`src/i2c_regs_pkg.sv`:
```
// register map, field layout and reset values of the address/interrupt/status bank
// Notes on behaviour
// - 10-bit own address at offset 0, resets zero
// - respond as target only on address match
// - 7-bit mode compares bits 6-0 only
// - 10-bit mode compares all ten bits
// - reserved bits read zero, writes ignored
// - seven enables at bits 6-0, reset zero
// - six W1C flags bits 5-0, tx ready resets one
// - read-only bits 11-8, W1C bits 14-12
// - writing one clears, zero leaves unchanged
// - bus busy clears on stop or W1C
package i2c_regs_pkg;
	localparam int         PADDR_W        = 8;
	localparam int         OWN_ADDR_W     = 10;
	localparam int         IER_W          = 7;
	localparam int         W1C_N          = 9;
	localparam logic [7:0] OFS_OWN_ADDR   = 8'h00;
	localparam logic [7:0] OFS_IRQ_EN     = 8'h04;
	localparam logic [7:0] OFS_STATUS     = 8'h08;
	// status word bit positions
	localparam int         BIT_ADDR_TGT   = 9;
	localparam int         BIT_GEN_CALL   = 8;
	localparam int         BIT_TX_EMPTY   = 10;
	localparam int         BIT_RX_OVR     = 11;
	localparam int         BIT_BUS_BUSY   = 12;
	localparam int         BIT_NOACK_SENT = 13;
	localparam int         BIT_TGT_TX_DIR = 14;
	// w1c vector: [5:0] are status 5..0; [8:6] are bus busy, noack sent, target tx dir
	localparam int         W1C_LO_N       = 6;
	localparam int         W1C_HI_POS     = 12;
	localparam int         IER_ADDR_TGT   = 6;
	localparam int         IDX_BUS_BUSY   = 8;
	localparam int         IDX_NOACK_SENT = 7;
	localparam int         IDX_TGT_TX_DIR = 6;
	localparam logic [9:0] OWN_ADDR_RST   = 10'h000;
	localparam logic [6:0] IER_RST        = 7'h00;
	localparam logic [8:0] W1C_RST        = 9'h010;
	localparam logic       TX_EMPTY_RST   = 1'b1;
	typedef enum logic [1:0] {SEL_OWN, SEL_IER, SEL_STS, SEL_NONE} reg_sel_t;
endpackage

```
`src/addr_match_if.sv`:
```
// own-address comparison signals between the register bank and the matcher
`timescale 1ns/1ps
interface addr_match_if;
	logic [9:0] own_addr;
	logic       ten_bit;
	logic [9:0] rx_addr;
	logic       match;
	modport bank    (output own_addr, output ten_bit, output rx_addr, input match);
	modport matcher (input own_addr, input ten_bit, input rx_addr, output match);
endinterface

```
`src/addr_matcher.sv`:
```
// own-address comparator for 7-bit and 10-bit addressing
`timescale 1ns/1ps
module addr_matcher
(
	addr_match_if.matcher m
);
	always_comb
	begin
		if (m.ten_bit)
			m.match = (m.rx_addr == m.own_addr);
		else
			m.match = (m.rx_addr[6:0] == m.own_addr[6:0]);
	end
endmodule // addr_matcher

```
`src/i2c_addr_irq_status_regs.sv`:
```
// own-address, interrupt-enable and status registers with APB slave and irq
`timescale 1ns/1ps
module i2c_addr_irq_status_regs
(
	input  wire logic                      pclk,
	input  wire logic                      presetn,
	input  wire logic                      psel,
	input  wire logic                      penable,
	input  wire logic                      pwrite,
	input  wire logic [i2c_regs_pkg::PADDR_W-1:0] paddr,
	input  wire logic [31:0]               pwdata,
	output logic      [31:0]               prdata,
	output logic                           pready,
	output logic                           pslverr,
	input  wire logic                      module_reset,
	input  wire logic                      ten_bit_addr_select,
	input  wire logic [i2c_regs_pkg::OWN_ADDR_W-1:0] rx_addr,
	input  wire logic                      rx_addr_valid,
	input  wire logic                      start_evt,
	input  wire logic                      stop_evt,
	input  wire logic                      tx_ready_evt,
	input  wire logic                      rx_ready_evt,
	input  wire logic                      reg_access_ready_evt,
	input  wire logic                      noack_evt,
	input  wire logic                      arb_lost_evt,
	input  wire logic                      target_tx_dir_evt,
	input  wire logic                      noack_sent_evt,
	input  wire logic                      bus_busy_evt,
	input  wire logic                      rx_shift_overrun,
	input  wire logic                      tx_shift_empty,
	input  wire logic                      general_call_detected,
	output logic [i2c_regs_pkg::OWN_ADDR_W-1:0] own_target_addr_field,
	output logic                           addressed_as_target,
	output logic                           irq
);
	import i2c_regs_pkg::*;

	logic [OWN_ADDR_W-1:0] own_addr_r;
	logic [IER_W-1:0]      ier_r;
	logic [W1C_N-1:0]      w1c_r;
	logic [W1C_N-1:0]      w1c_set;
	logic [W1C_N-1:0]      w1c_hwclr;
	logic [W1C_N-1:0]      w1c_swclr;
	logic                  addr_tgt_r;
	logic                  rx_ovr_r;
	logic                  tx_empty_r;
	logic                  gen_call_r;
	logic [31:0]           prdata_r;
	logic                  pready_r;
	logic                  pslverr_r;
	logic                  irq_r;
	logic [OWN_ADDR_W-1:0] own_out_r;
	logic               setup_ph;
	logic               wr_en;
	logic [IER_W-1:0]   pending;
	logic [31:0]        status_word;
	logic [31:0]        rd_nxt;

	addr_match_if am ();

	addr_matcher u_match
	(
		.m (am.matcher)
	);

	function automatic reg_sel_t decode(input logic [PADDR_W-1:0] a);
		case (a)
			OFS_OWN_ADDR: decode = SEL_OWN;
			OFS_IRQ_EN:   decode = SEL_IER;
			OFS_STATUS:   decode = SEL_STS;
			default:      decode = SEL_NONE;
		endcase
	endfunction

	assign am.own_addr = own_addr_r;
	assign am.ten_bit  = ten_bit_addr_select;
	assign am.rx_addr  = rx_addr;

	// zero-wait slave: read data is captured in setup, writes land in the access cycle, pready high in the access cycle
	assign setup_ph = psel && !penable;
	assign wr_en    = psel && penable && pready_r && pwrite;

	always_ff @(posedge pclk or negedge presetn)
	begin
		if (!presetn)
		begin
			pready_r  <= 1'b0;
			pslverr_r <= 1'b0;
		end
		else
		begin
			pready_r  <= setup_ph;
			pslverr_r <= setup_ph && (decode(paddr) == SEL_NONE);
		end
	end

	// reserved bits sit as constant zeros in the read word
	// bus busy sits at bit 12 and target direction at bit 14, the reverse of their vector order
	assign status_word = {17'h0, w1c_r[IDX_TGT_TX_DIR], w1c_r[IDX_NOACK_SENT], w1c_r[IDX_BUS_BUSY],
		rx_ovr_r, tx_empty_r, addr_tgt_r, gen_call_r, 2'b00, w1c_r[W1C_LO_N-1:0]};

	always_comb
	begin
		case (decode(paddr))
			SEL_OWN: rd_nxt = {22'h0, own_addr_r};
			SEL_IER: rd_nxt = {25'h0, ier_r};
			SEL_STS: rd_nxt = status_word;
			default: rd_nxt = 32'h0000_0000;
		endcase
	end

	always_ff @(posedge pclk or negedge presetn)
	begin
		if (!presetn)
			prdata_r <= 32'h0000_0000;
		else if (setup_ph && !pwrite)
			prdata_r <= rd_nxt;
	end

	property p_reserved_ier;
		@(posedge pclk) disable iff (!presetn)
		(setup_ph && !pwrite && paddr == OFS_IRQ_EN) |=> (prdata[31:IER_W] == 25'h0);
	endproperty
	a_reserved_ier: assert property (p_reserved_ier) else $error("reserved enable bits not zero");

	always_ff @(posedge pclk or negedge presetn)
	begin
		if (!presetn)
			own_addr_r <= OWN_ADDR_RST;
		else if (module_reset)
			own_addr_r <= OWN_ADDR_RST;
		else if (wr_en && decode(paddr) == SEL_OWN)
			own_addr_r <= pwdata[OWN_ADDR_W-1:0];
	end

	always_ff @(posedge pclk or negedge presetn)
	begin
		if (!presetn)
			ier_r <= IER_RST;
		else if (module_reset)
			ier_r <= IER_RST;
		else if (wr_en && decode(paddr) == SEL_IER)
			ier_r <= pwdata[IER_W-1:0];
	end

	property p_mod_reset;
		@(posedge pclk) disable iff (!presetn)
		module_reset |=> (own_addr_r == OWN_ADDR_RST && ier_r == IER_RST && w1c_r == W1C_RST);
	endproperty
	a_mod_reset: assert property (p_mod_reset) else $error("module reset left state behind");

	always_ff @(posedge pclk or negedge presetn)
	begin
		if (!presetn)
			addr_tgt_r <= 1'b0;
		else if (module_reset || stop_evt)
			addr_tgt_r <= 1'b0;
		else if (rx_addr_valid)
			addr_tgt_r <= am.match;
	end

	always_ff @(posedge pclk or negedge presetn)
	begin
		if (!presetn)
		begin
			rx_ovr_r   <= 1'b0;
			tx_empty_r <= TX_EMPTY_RST;
			gen_call_r <= 1'b0;
		end
		else if (module_reset)
		begin
			rx_ovr_r   <= 1'b0;
			tx_empty_r <= TX_EMPTY_RST;
			gen_call_r <= 1'b0;
		end
		else
		begin
			rx_ovr_r   <= rx_shift_overrun;
			tx_empty_r <= tx_shift_empty;
			gen_call_r <= general_call_detected;
		end
	end

	assign w1c_set   = {bus_busy_evt, noack_sent_evt, target_tx_dir_evt, stop_evt, tx_ready_evt,
		rx_ready_evt, reg_access_ready_evt, noack_evt, arb_lost_evt};
	assign w1c_hwclr = {stop_evt, 1'b0, stop_evt || start_evt, 6'h00};
	assign w1c_swclr = (wr_en && decode(paddr) == SEL_STS) ?
		{pwdata[BIT_BUS_BUSY], pwdata[BIT_NOACK_SENT], pwdata[BIT_TGT_TX_DIR], pwdata[W1C_LO_N-1:0]} : 9'h000;

	// a new event beats a clear landing in the same cycle
	genvar gi;
	generate
		for (gi = 0; gi < W1C_N; gi++)
		begin : g_w1c
			always_ff @(posedge pclk or negedge presetn)
			begin
				if (!presetn)
					w1c_r[gi] <= W1C_RST[gi];
				else if (module_reset)
					w1c_r[gi] <= W1C_RST[gi];
				else if (w1c_set[gi])
					w1c_r[gi] <= 1'b1;
				else if (w1c_swclr[gi] || w1c_hwclr[gi])
					w1c_r[gi] <= 1'b0;
			end
		end
	endgenerate

	property p_start_clears;
		@(posedge pclk) disable iff (!presetn)
		(start_evt && !target_tx_dir_evt && !module_reset) |=> !status_word[BIT_TGT_TX_DIR];
	endproperty
	a_start_clears: assert property (p_start_clears) else $error("target direction kept after start");

	property p_set_wins;
		@(posedge pclk) disable iff (!presetn)
		(arb_lost_evt && !module_reset) |=> w1c_r[0];
	endproperty
	a_set_wins: assert property (p_set_wins) else $error("event lost to a clear");

	property p_sw_clear_bb;
		@(posedge pclk) disable iff (!presetn)
		(wr_en && paddr == OFS_STATUS && pwdata[BIT_BUS_BUSY] && !bus_busy_evt && !module_reset)
			|=> !status_word[BIT_BUS_BUSY];
	endproperty
	a_sw_clear_bb: assert property (p_sw_clear_bb) else $error("bus busy kept after write of one");

	assign pending = {addr_tgt_r, w1c_r[W1C_LO_N-1:0]} & ier_r;

	always_ff @(posedge pclk or negedge presetn)
	begin
		if (!presetn)
		begin
			irq_r     <= 1'b0;
			own_out_r <= OWN_ADDR_RST;
		end
		else
		begin
			irq_r     <= |pending;
			own_out_r <= own_addr_r;
		end
	end

	assign prdata                = prdata_r;
	assign pready                = pready_r;
	assign pslverr               = pslverr_r;
	assign irq                   = irq_r;
	assign own_target_addr_field = own_out_r;
	assign addressed_as_target   = addr_tgt_r;

	property p_own_write;
		@(posedge pclk) disable iff (!presetn)
		(wr_en && paddr == OFS_OWN_ADDR && !module_reset) |=> (own_addr_r == $past(pwdata[9:0]));
	endproperty
	a_own_write: assert property (p_own_write) else $error("own address not stored");

	property p_match_sets;
		@(posedge pclk) disable iff (!presetn)
		(rx_addr_valid && !stop_evt && !module_reset) |=> (addr_tgt_r == $past(am.match));
	endproperty
	a_match_sets: assert property (p_match_sets) else $error("target flag disagrees with match");

	property p_seven_bit;
		@(posedge pclk) disable iff (!presetn)
		(!ten_bit_addr_select && rx_addr[6:0] == own_addr_r[6:0]) |-> am.match;
	endproperty
	a_seven_bit: assert property (p_seven_bit) else $error("7-bit compare missed");

	property p_ten_bit;
		@(posedge pclk) disable iff (!presetn)
		ten_bit_addr_select |-> (am.match == (rx_addr == own_addr_r));
	endproperty
	a_ten_bit: assert property (p_ten_bit) else $error("10-bit compare wrong");

	property p_reserved_zero;
		@(posedge pclk) disable iff (!presetn)
		(setup_ph && !pwrite && paddr == OFS_STATUS) |=> (prdata[31:15] == 17'h0 && prdata[7:6] == 2'b00);
	endproperty
	a_reserved_zero: assert property (p_reserved_zero) else $error("reserved status bits not zero");

	property p_ier_write;
		@(posedge pclk) disable iff (!presetn)
		(wr_en && paddr == OFS_IRQ_EN && !module_reset) |=> (ier_r == $past(pwdata[6:0]));
	endproperty
	a_ier_write: assert property (p_ier_write) else $error("enable write lost");

	property p_w1c_clear;
		@(posedge pclk) disable iff (!presetn)
		(wr_en && paddr == OFS_STATUS && pwdata[0] && !arb_lost_evt && !module_reset) |=> !w1c_r[0];
	endproperty
	a_w1c_clear: assert property (p_w1c_clear) else $error("W1C did not clear");

	property p_zero_keeps;
		@(posedge pclk) disable iff (!presetn)
		(wr_en && paddr == OFS_STATUS && !pwdata[1] && w1c_r[1] && !module_reset) |=> w1c_r[1];
	endproperty
	a_zero_keeps: assert property (p_zero_keeps) else $error("zero write cleared flag");

	property p_bb_stop;
		@(posedge pclk) disable iff (!presetn)
		(stop_evt && !bus_busy_evt) |=> !w1c_r[IDX_BUS_BUSY] ##1 (status_word[BIT_BUS_BUSY] == w1c_r[IDX_BUS_BUSY]);
	endproperty
	a_bb_stop: assert property (p_bb_stop) else $error("bus busy kept after stop");

	property p_irq;
		@(posedge pclk) disable iff (!presetn)
		(|pending) |=> irq ##1 (irq == $past(|pending));
	endproperty
	a_irq: assert property (p_irq) else $error("irq not following enabled flags");

	property p_irq_off;
		@(posedge pclk) disable iff (!presetn)
		!(|pending) |=> !irq;
	endproperty
	a_irq_off: assert property (p_irq_off) else $error("irq without an enabled flag");
endmodule // i2c_addr_irq_status_regs

```
`config.mk`:
```
export PLATFORM = sky130hd
export DESIGN_NAME = i2c_addr_irq_status_regs
export DESIGN_NICKNAME = d
export VERILOG_FILES = /design/src/i2c_regs_pkg.sv /design/src/addr_match_if.sv /design/src/addr_matcher.sv /design/src/i2c_addr_irq_status_regs.sv
export SDC_FILE = /design/constraint.sdc
export NUM_CORES = 1
export LEC_CHECK = 0
export BUFFER_PORTS_ARGS = -buffer_cell sky130_fd_sc_hd__buf_4
export CAP_MARGIN = 10
export CELL_PAD_IN_SITES_DETAIL_PLACEMENT = 0
export CELL_PAD_IN_SITES_GLOBAL_PLACEMENT = 1
export CORE_UTILIZATION = 38
export CTS_CLUSTER_SIZE = 16
export DETAILED_ROUTE_END_ITERATION = 8
export GPL_ROUTABILITY_DRIVEN = 0
export PLACE_DENSITY = 0.81
export SKIP_LAST_GASP = 1
export SYNTH_ARGS = -nofsm -noshare
export SYNTH_HDL_FRONTEND = slang
export SYNTH_HIERARCHICAL = 1
export SYNTH_SLANG_ARGS = --single-unit
export TNS_END_PERCENT = 10
```
`constraint.sdc`:
```
create_clock -name pclk -period 3.6 [get_ports pclk]
set_clock_uncertainty 0.15 [all_clocks]
set_input_delay 0.72 -clock pclk [delete_from_list [all_inputs] [get_ports pclk]]
set_output_delay 0.72 -clock pclk [all_outputs]
set_load 0.02 [all_outputs]
```
==> results of run 1 <==
==> flip-flops by register name (all words and copies together), names as in the netlist <==
name,cells
status_word,9
irq,1
prdata,15
ier_r,7
tx_empty_r,1
pready,1
rx_ovr_r,1
am.own_addr,10
gen_call_r,1
pslverr,1
addressed_as_target,1
own_target_addr_field,10
==> layout by cell type (no fill, tap or decap), drive strengths merged, types with 3 or more instances in the layout <==
cell | synthesis | layout
a2bb2oi | 6 | 6
a311oi | 9 | 9
and4 | 3 | 3
buf | 23 | 80
bufinv | 0 | 3
clkbuf | 6 | 9
clkinvlp | 0 | 3
conb | 1 | 17
dfrtp | 56 | 56
inv | 9 | 9
mux2i | 26 | 26
nand2 | 22 | 22
nand2b | 27 | 27
nand3 | 5 | 5
nand4 | 4 | 4
nor2 | 10 | 10
nor2b | 4 | 4
o21ai | 13 | 13
xnor2 | 10 | 10
==> Yosys cell counts, drive strengths merged <==
| library cell | count |
|---|---|
| a211oi | 1 |
| a21oi | 2 |
| a222oi | 1 |
| a22oi | 2 |
| a2bb2oi | 6 |
| a311oi | 9 |
| and4 | 3 |
| and4b | 1 |
| buf | 23 |
| clkbuf | 6 |
| conb | 1 |
| dfrtp | 56 |
| dfstp | 2 |
| inv | 9 |
| mux2 | 1 |
| mux2i | 26 |
| nand2 | 22 |
| nand2b | 27 |
| nand3 | 5 |
| nand3b | 1 |
| nand4 | 4 |
| nand4b | 1 |
| nor2 | 10 |
| nor2b | 4 |
| nor3 | 2 |
| nor3b | 1 |
| nor4 | 1 |
| o21ai | 13 |
| o31ai | 2 |
| o32a | 1 |
| or2 | 1 |
| or3b | 1 |
| xnor2 | 10 |
==> worst max-delay path by stage <==
stage	endpoint	startpoint	slack (ns)
floorplan	ier_r[3]	paddr[5]	1.68
CTS	am.own_addr[0]	paddr[5]	1.49
global route	am.own_addr[0]	paddr[5]	1.40
global placement	am.own_addr[2]	paddr[5]	1.18
finish	am.own_addr[8]	paddr[5]	1.49
detailed placement	am.own_addr[8]	paddr[5]	1.13
==> power groups by stage <==
stage          Combinational (mW)  Clock (mW)  Sequential, mW
2_1_floorplan              0.0765           0           0.679
3_3_place_gp                0.136           0           0.679
3_5_place_dp                0.138           0           0.680
4_1_cts                     0.138       0.732           0.667
5_1_grt                     0.150       0.764           0.668
6_report                    0.136       0.722           0.668
==> metrics by stage <==
stage / hold WS [ns] / std cells / utilization (%)
final: 0.286 / 434 / 52.1
after CTS: 0.309 / 434 / 52.1
after global placement: 0.293 / 418 / 48.6
after floorplan: 0.259 / 271 / -
after detailed placement: 0.294 / 418 / 48.6
after global routing: 0.320 / 434 / 52.1
==> metal layers <==
layer	wire [um]	share of wire, %	global-route usage (%)	up-vias
li1	-	-	-	1005
met1	2960	47	23.3	997
met2	2880	46	26.5	76
met3	404	6.4	5.28	7
met4	59	0.94	5.66	0
met5	0	0	0	-
==> cell type report <==
| cell class | instances | area share [%] |
|---|---|---|
| clock inverter | 7 | 3.25 |
| clock buffer | 9 | 3.42 |
| tap | 96 | 3.32 |
| multi-input combinational | 175 | 32.3 |
| timing repair buffer | 80 | 16.6 |
| inverter | 9 | 0.933 |
| sequential | 58 | 40.2 |
==> cell families (layout without fill, tap and decap cells) <==
| logic type | Yosys count | in the layout | synth area share, % |
|---|---|---|---|
| compound gates | 37 | 37 | 9.65 |
| xor+xnor | 10 | 10 | 3.14 |
| buf+inv | 38 | 105 | 8.03 |
| flops | 58 | 58 | 52.2 |
| mux | 27 | 27 | 9.74 |
| other cells | 1 | 17 | 0.135 |
| simple gates | 84 | 84 | 17.1 |
==> impl_metrics.csv, run 1 <==
group,metric,value,unit
critical_path,crit_family,"simple AND/OR/NAND/NOR gates",
pwr,power_switching,0.345,mW
global_routing,grt_pass1_wl,9.78,mm
sta,fin_setup_tns,0,ns
floorplanning,io_pins,117,
global_routing,grt_start_max_net_pins,59,
placed_design,placed_area,3380,um2
floorplanning,start_util,40.1,%
route,drt-initial-drc-count,111,
placed_design,portBuffers,80,
pwr,seqPwrFrac,43.8,%
status,outcome,"finished clean",
layout,layout.nets,404,
route,routed_wl,6.31,mm
route,dr.pass1.iters,4,
sta,finalSetupViolCount,0,
critical_path,required,3.71,ns
sta,setup_slack,1.49,ns
critical_path,regToRegEndpoint,"am.own_addr[8]",
synthesis,ys_ff_latch,58,
synthesis,ys_warn_count,6,
critical_path,arrival,2.22,ns
pwr,p_leak,1.74,nW
critical_path,cp.depth,4,
layout,final-seq-area,1450,um2
sta,period_share,58.7,%
route,drc,0,
synthesis,yosys.area.top_type,"dfrtp_1",
sta,fmax,0.473,GHz
floorplanning,row_count,30,
min_path,holdCritPathClass,"in -> async",
job,maxCapViolCount,0,
sta,grt_setup_unrepaired,"no",
global_routing,grt_util_all_layers,17.2,%
sta,min_period,2.11,ns
cts,post-cts-setup-buffers,0,
critical_path,worstSetupPathType,"in -> reg",
critical_path,reg2reg_slack,1.89,ns
global_routing,antenna_found_initial,0,
layout,area_growth,29.8,%
global_routing,grt_pass1_vias,1981,
critical_path,critPathMaxStageDelay,0.61,ns
synthesis,yosys-top-cells-area,"dfrtp_1 50%, mux2i_1 9.3%, nand2b_1 6.1%",
layout,final_cell_area,3620,um2
critical_path,cp-end-kind,"flip-flop",
placed_design,post-place-ws,1.13,ns
cts,cts.clk_slew.worst_paths,0.07,ns
layout,nFillCells,627,
pwr,power.share.combinational,8.9,%
cts,clockRootBuffer,"clkbuf_8",
cts,cts_tree,"done",
cts,clock_path_buffers,2,
synthesis,yosysSeqAreaShare,52.2,%
route,wire_per_inst,14.5,um
cts,cts_inserted_buffers,9,
synthesis,synthCells,255,
route,vias,2085,
critical_path,start_kind,"input pin",
global_routing,grt_overflow,0,
critical_path,cp_num_buf_inv,1,
route,detail-route-antenna-nets,0,
sta,slew_violations,0,
floorplanning,die_area,7680,um2
floorplanning,die_w,87.7,um
sta,worstMarginPinSlew,0.724,ns
critical_path,crit_chain,"buf_4 > nor4_4 > and4b_1 > mux2i_1",
synthesis,yosysTopAreaCellShare,50.3,%
pwr,internal-power,1.18,mW
sta,relSlewSlack,51.7,%
layout,drive_above_1_share,31.4,%
critical_path,critPathSlowestCell,"and4b_1",
placed_design,dp_hpwl,4.56,mm
pwr,p_clk_share,47.3,%
cts,clk_latency,0.33,ns
pwr,p_sw_share,22.6,%
cts,htree_levels,3,
critical_path,reg2reg_depth,3,
synthesis,ys_types,37,
floorplanning,die_h,87.7,um
synthesis,syn_area,2790,um2
layout,diodes,0,
pwr,finalPower,1.53,mW
cts,cts_sinks,58,
route,viasPerCell,4.80,
synthesis,syn_avg_cell_area,10.9,um2
pwr,power_density,421,nW/um2
cts,post_cts_resized,0,
layout,multiInputGateArea,1170,um2
critical_path,rr_startpoint,"pready",
sta,hold_viol,0,
floorplanning,design.core.area,6940,um2
cts,postCtsHoldBufs,0,
critical_path,cp_max_fo,10,
pwr,peakVddDrop,0.211,mV
Note: power is estimated with default switching activity, not from simulation.
==> inputs of run 2 (changes only) <==
--- a/config.mk
+++ b/config.mk
@@ -9,11 +9,11 @@
 export CAP_MARGIN = 10
 export CELL_PAD_IN_SITES_DETAIL_PLACEMENT = 0
 export CELL_PAD_IN_SITES_GLOBAL_PLACEMENT = 1
-export CORE_UTILIZATION = 38
+export CORE_UTILIZATION = 36
 export CTS_CLUSTER_SIZE = 16
 export DETAILED_ROUTE_END_ITERATION = 8
 export GPL_ROUTABILITY_DRIVEN = 0
-export PLACE_DENSITY = 0.81
+export PLACE_DENSITY = 0.77
 export SKIP_LAST_GASP = 1
 export SYNTH_ARGS = -nofsm -noshare
 export SYNTH_HDL_FRONTEND = slang
==> constraint.sdc (replaced) <==
create_clock -name pclk -period 2.13 [get_ports pclk]
set_clock_uncertainty 0.15 [all_clocks]
set_input_delay 0.426 -clock pclk [delete_from_list [all_inputs] [get_ports pclk]]
set_output_delay 0.426 -clock pclk [all_outputs]
set_load 0.02 [all_outputs]
==> run 2 against run 1 <==
Sequential power up 69%. Register-to-register slack got worse by 1.3 ns. Clock-buffer cell count increased by 4. Critical path type unchanged. Via count is essentially flat. Die area grew 5.4%. Final cell count rose by 1.6%. Largest cell class unchanged.
==> impl_metrics.csv, run 2 (synthesized netlist as in run 1, its figures left out) <==
group,metric,value,unit
layout,area_growth,28.3,%
placed_design,dp_hpwl,4.68,mm
pwr,power_density,623,nW/um2
floorplanning,row_count,31,
route,dr.pass1.iters,5,
sta,min_period,1.65,ns
floorplanning,die_w,90.0,um
cts,cts_sinks,58,
critical_path,critPathSlowestCell,"nor4_4",
cts,cts_tree,"done",
floorplanning,die_h,90.0,um
cts,cts_inserted_buffers,9,
floorplanning,start_util,37.8,%
sta,fmax,0.604,GHz
layout,layout_common_cells,"84 x buf_4, 56 x dfrtp_1, 27 x nand2b_1",
layout,final_cell_area,3580,um2
pwr,finalPower,2.23,mW
sta,setup_slack,0.475,ns
placed_design,post-place-ws,0.155,ns
cts,post_cts_resized,0,
route,routed_wl,6.60,mm
global_routing,grt_util_all_layers,17.1,%
layout,largest_reg_flops,15,
global_routing,antenna_found_initial,0,
floorplanning,die_area,8100,um2
layout,drive_above_1_share,31.3,%
cts,htree_levels,3,
critical_path,reg2reg_slack,0.57,ns
global_routing,grt_overflow,0,
critical_path,start_kind,"input pin",
min_path,holdCritPathClass,"in -> async",
critical_path,cp-end-kind,"flip-flop",
cts,postCtsHoldBufs,0,
global_routing,grt_start_max_net_pins,59,
critical_path,critPathMaxStageDelay,0.50,ns
critical_path,cp_max_fo,9,
route,vias,2087,
placed_design,portBuffers,80,
floorplanning,design.core.area,7370,um2
critical_path,crit_chain,"buf_4 > nor4_4 > buf_4 > nand4_1 > o21ai_0",
cts,clk_latency,0.33,ns
sta,slew_violations,0,
cts,clock_path_buffers,2,
cts,post-cts-setup-buffers,0,
sta,grt_setup_unrepaired,"no",
sta,finalSetupViolCount,0,
floorplanning,io_pins,117,
critical_path,arrival,1.75,ns
layout,nFillCells,722,
job,maxCapViolCount,0,
pwr,peakVddDrop,0.218,mV
sta,period_share,77.7,%
critical_path,crit_top_cell,"buf_4",
layout,diodes,0,
cts,clockRootBuffer,"clkbuf_8",
route,drc,0,
critical_path,crit_family,"simple AND/OR/NAND/NOR gates",
placed_design,placed_area,3410,um2
sta,fin_setup_tns,0,ns
pwr,p_leak,1.74,nW
route,viasPerCell,4.73,
cts,cts.clk_slew.worst_paths,0.06,ns
status,outcome,"finished clean",
global_routing,grt_pass1_wl,10.8,mm
route,detail-route-antenna-nets,0,
critical_path,required,2.23,ns
layout,final_common_cell,"buf_4",
sta,hold_viol,0,
critical_path,worstSetupPathType,"in -> reg",
sta,worstMarginPinSlew,0.727,ns
route,drt-initial-drc-count,62,
layout,layout.nets,408,
sta,relSlewSlack,51.5,%
global_routing,grt_pass1_vias,2154,
critical_path,cp_num_buf_inv,2,
route,wire_per_inst,15.0,um
==> run 2: cell count changes in the layout (fill, tap and decap cells not counted), sizes merged <==
cell      change
clkbuf        +4
clkinvlp      -3
clkinv        +2
bufinv        -3
buf           +4
==> run 2: routing by layer <==
layer  share of wire [%]  routed length (um)  vias up  GRT usage [%]
met5                   0                   0        -              0
met4                 1.3                  84        0           6.85
met3                 5.6                 371        8           4.65
met2                  46                3040       63           27.0
met1                  47                3100     1003           22.3
li1                    -                   -     1013              -
==> run 2: report_power, final <==
part / switching [mW] / internal (mW) / total, mW
Sequential: 0.0105 / 1.12 / 1.13
Clock: 0.418 / 0.449 / 0.867
Combinational: 0.128 / 0.106 / 0.234
==> run 2: worst paths after layout <==
| path | startpoint | to | cells after the start |
|---|---|---|---|
| min in group pclk | penable | pready | 2 |
| hold / removal | presetn | am.own_addr[8] | 1 |
| setup reg to reg | pready | status_word[13] | 3 |
| max in group asynchronous | presetn | am.own_addr[0] | 1 |
| hold reg to reg | am.own_addr[8] | own_target_addr_field[8] | 0 |
| setup / recovery | paddr[5] | prdata[1] | 5 |
==> run 2: metrics by stage <==
stage	std cells	utilization (%)	hold slack (ns)
global placement	425	46.3	0.301
global route	441	48.5	0.0710
floorplan	271	-	-0.0196
detailed placement	425	46.3	0.303
CTS	441	48.5	0.0219
finish	441	48.5	0.00713
==> run 2: cell type report <==
class                           count  area [um2]  share of cell area [%]
Multi-Input combinational cell    175        1170                    32.7
Timing Repair Buffer               84         631                    17.6
Sequential cell                    58        1450                    40.7
Clock inverter                      3        15.0                   0.420
Clock buffer                       13         149                    4.16
Tap cell                           99         124                    3.46
Inverter                            9        33.8                   0.945
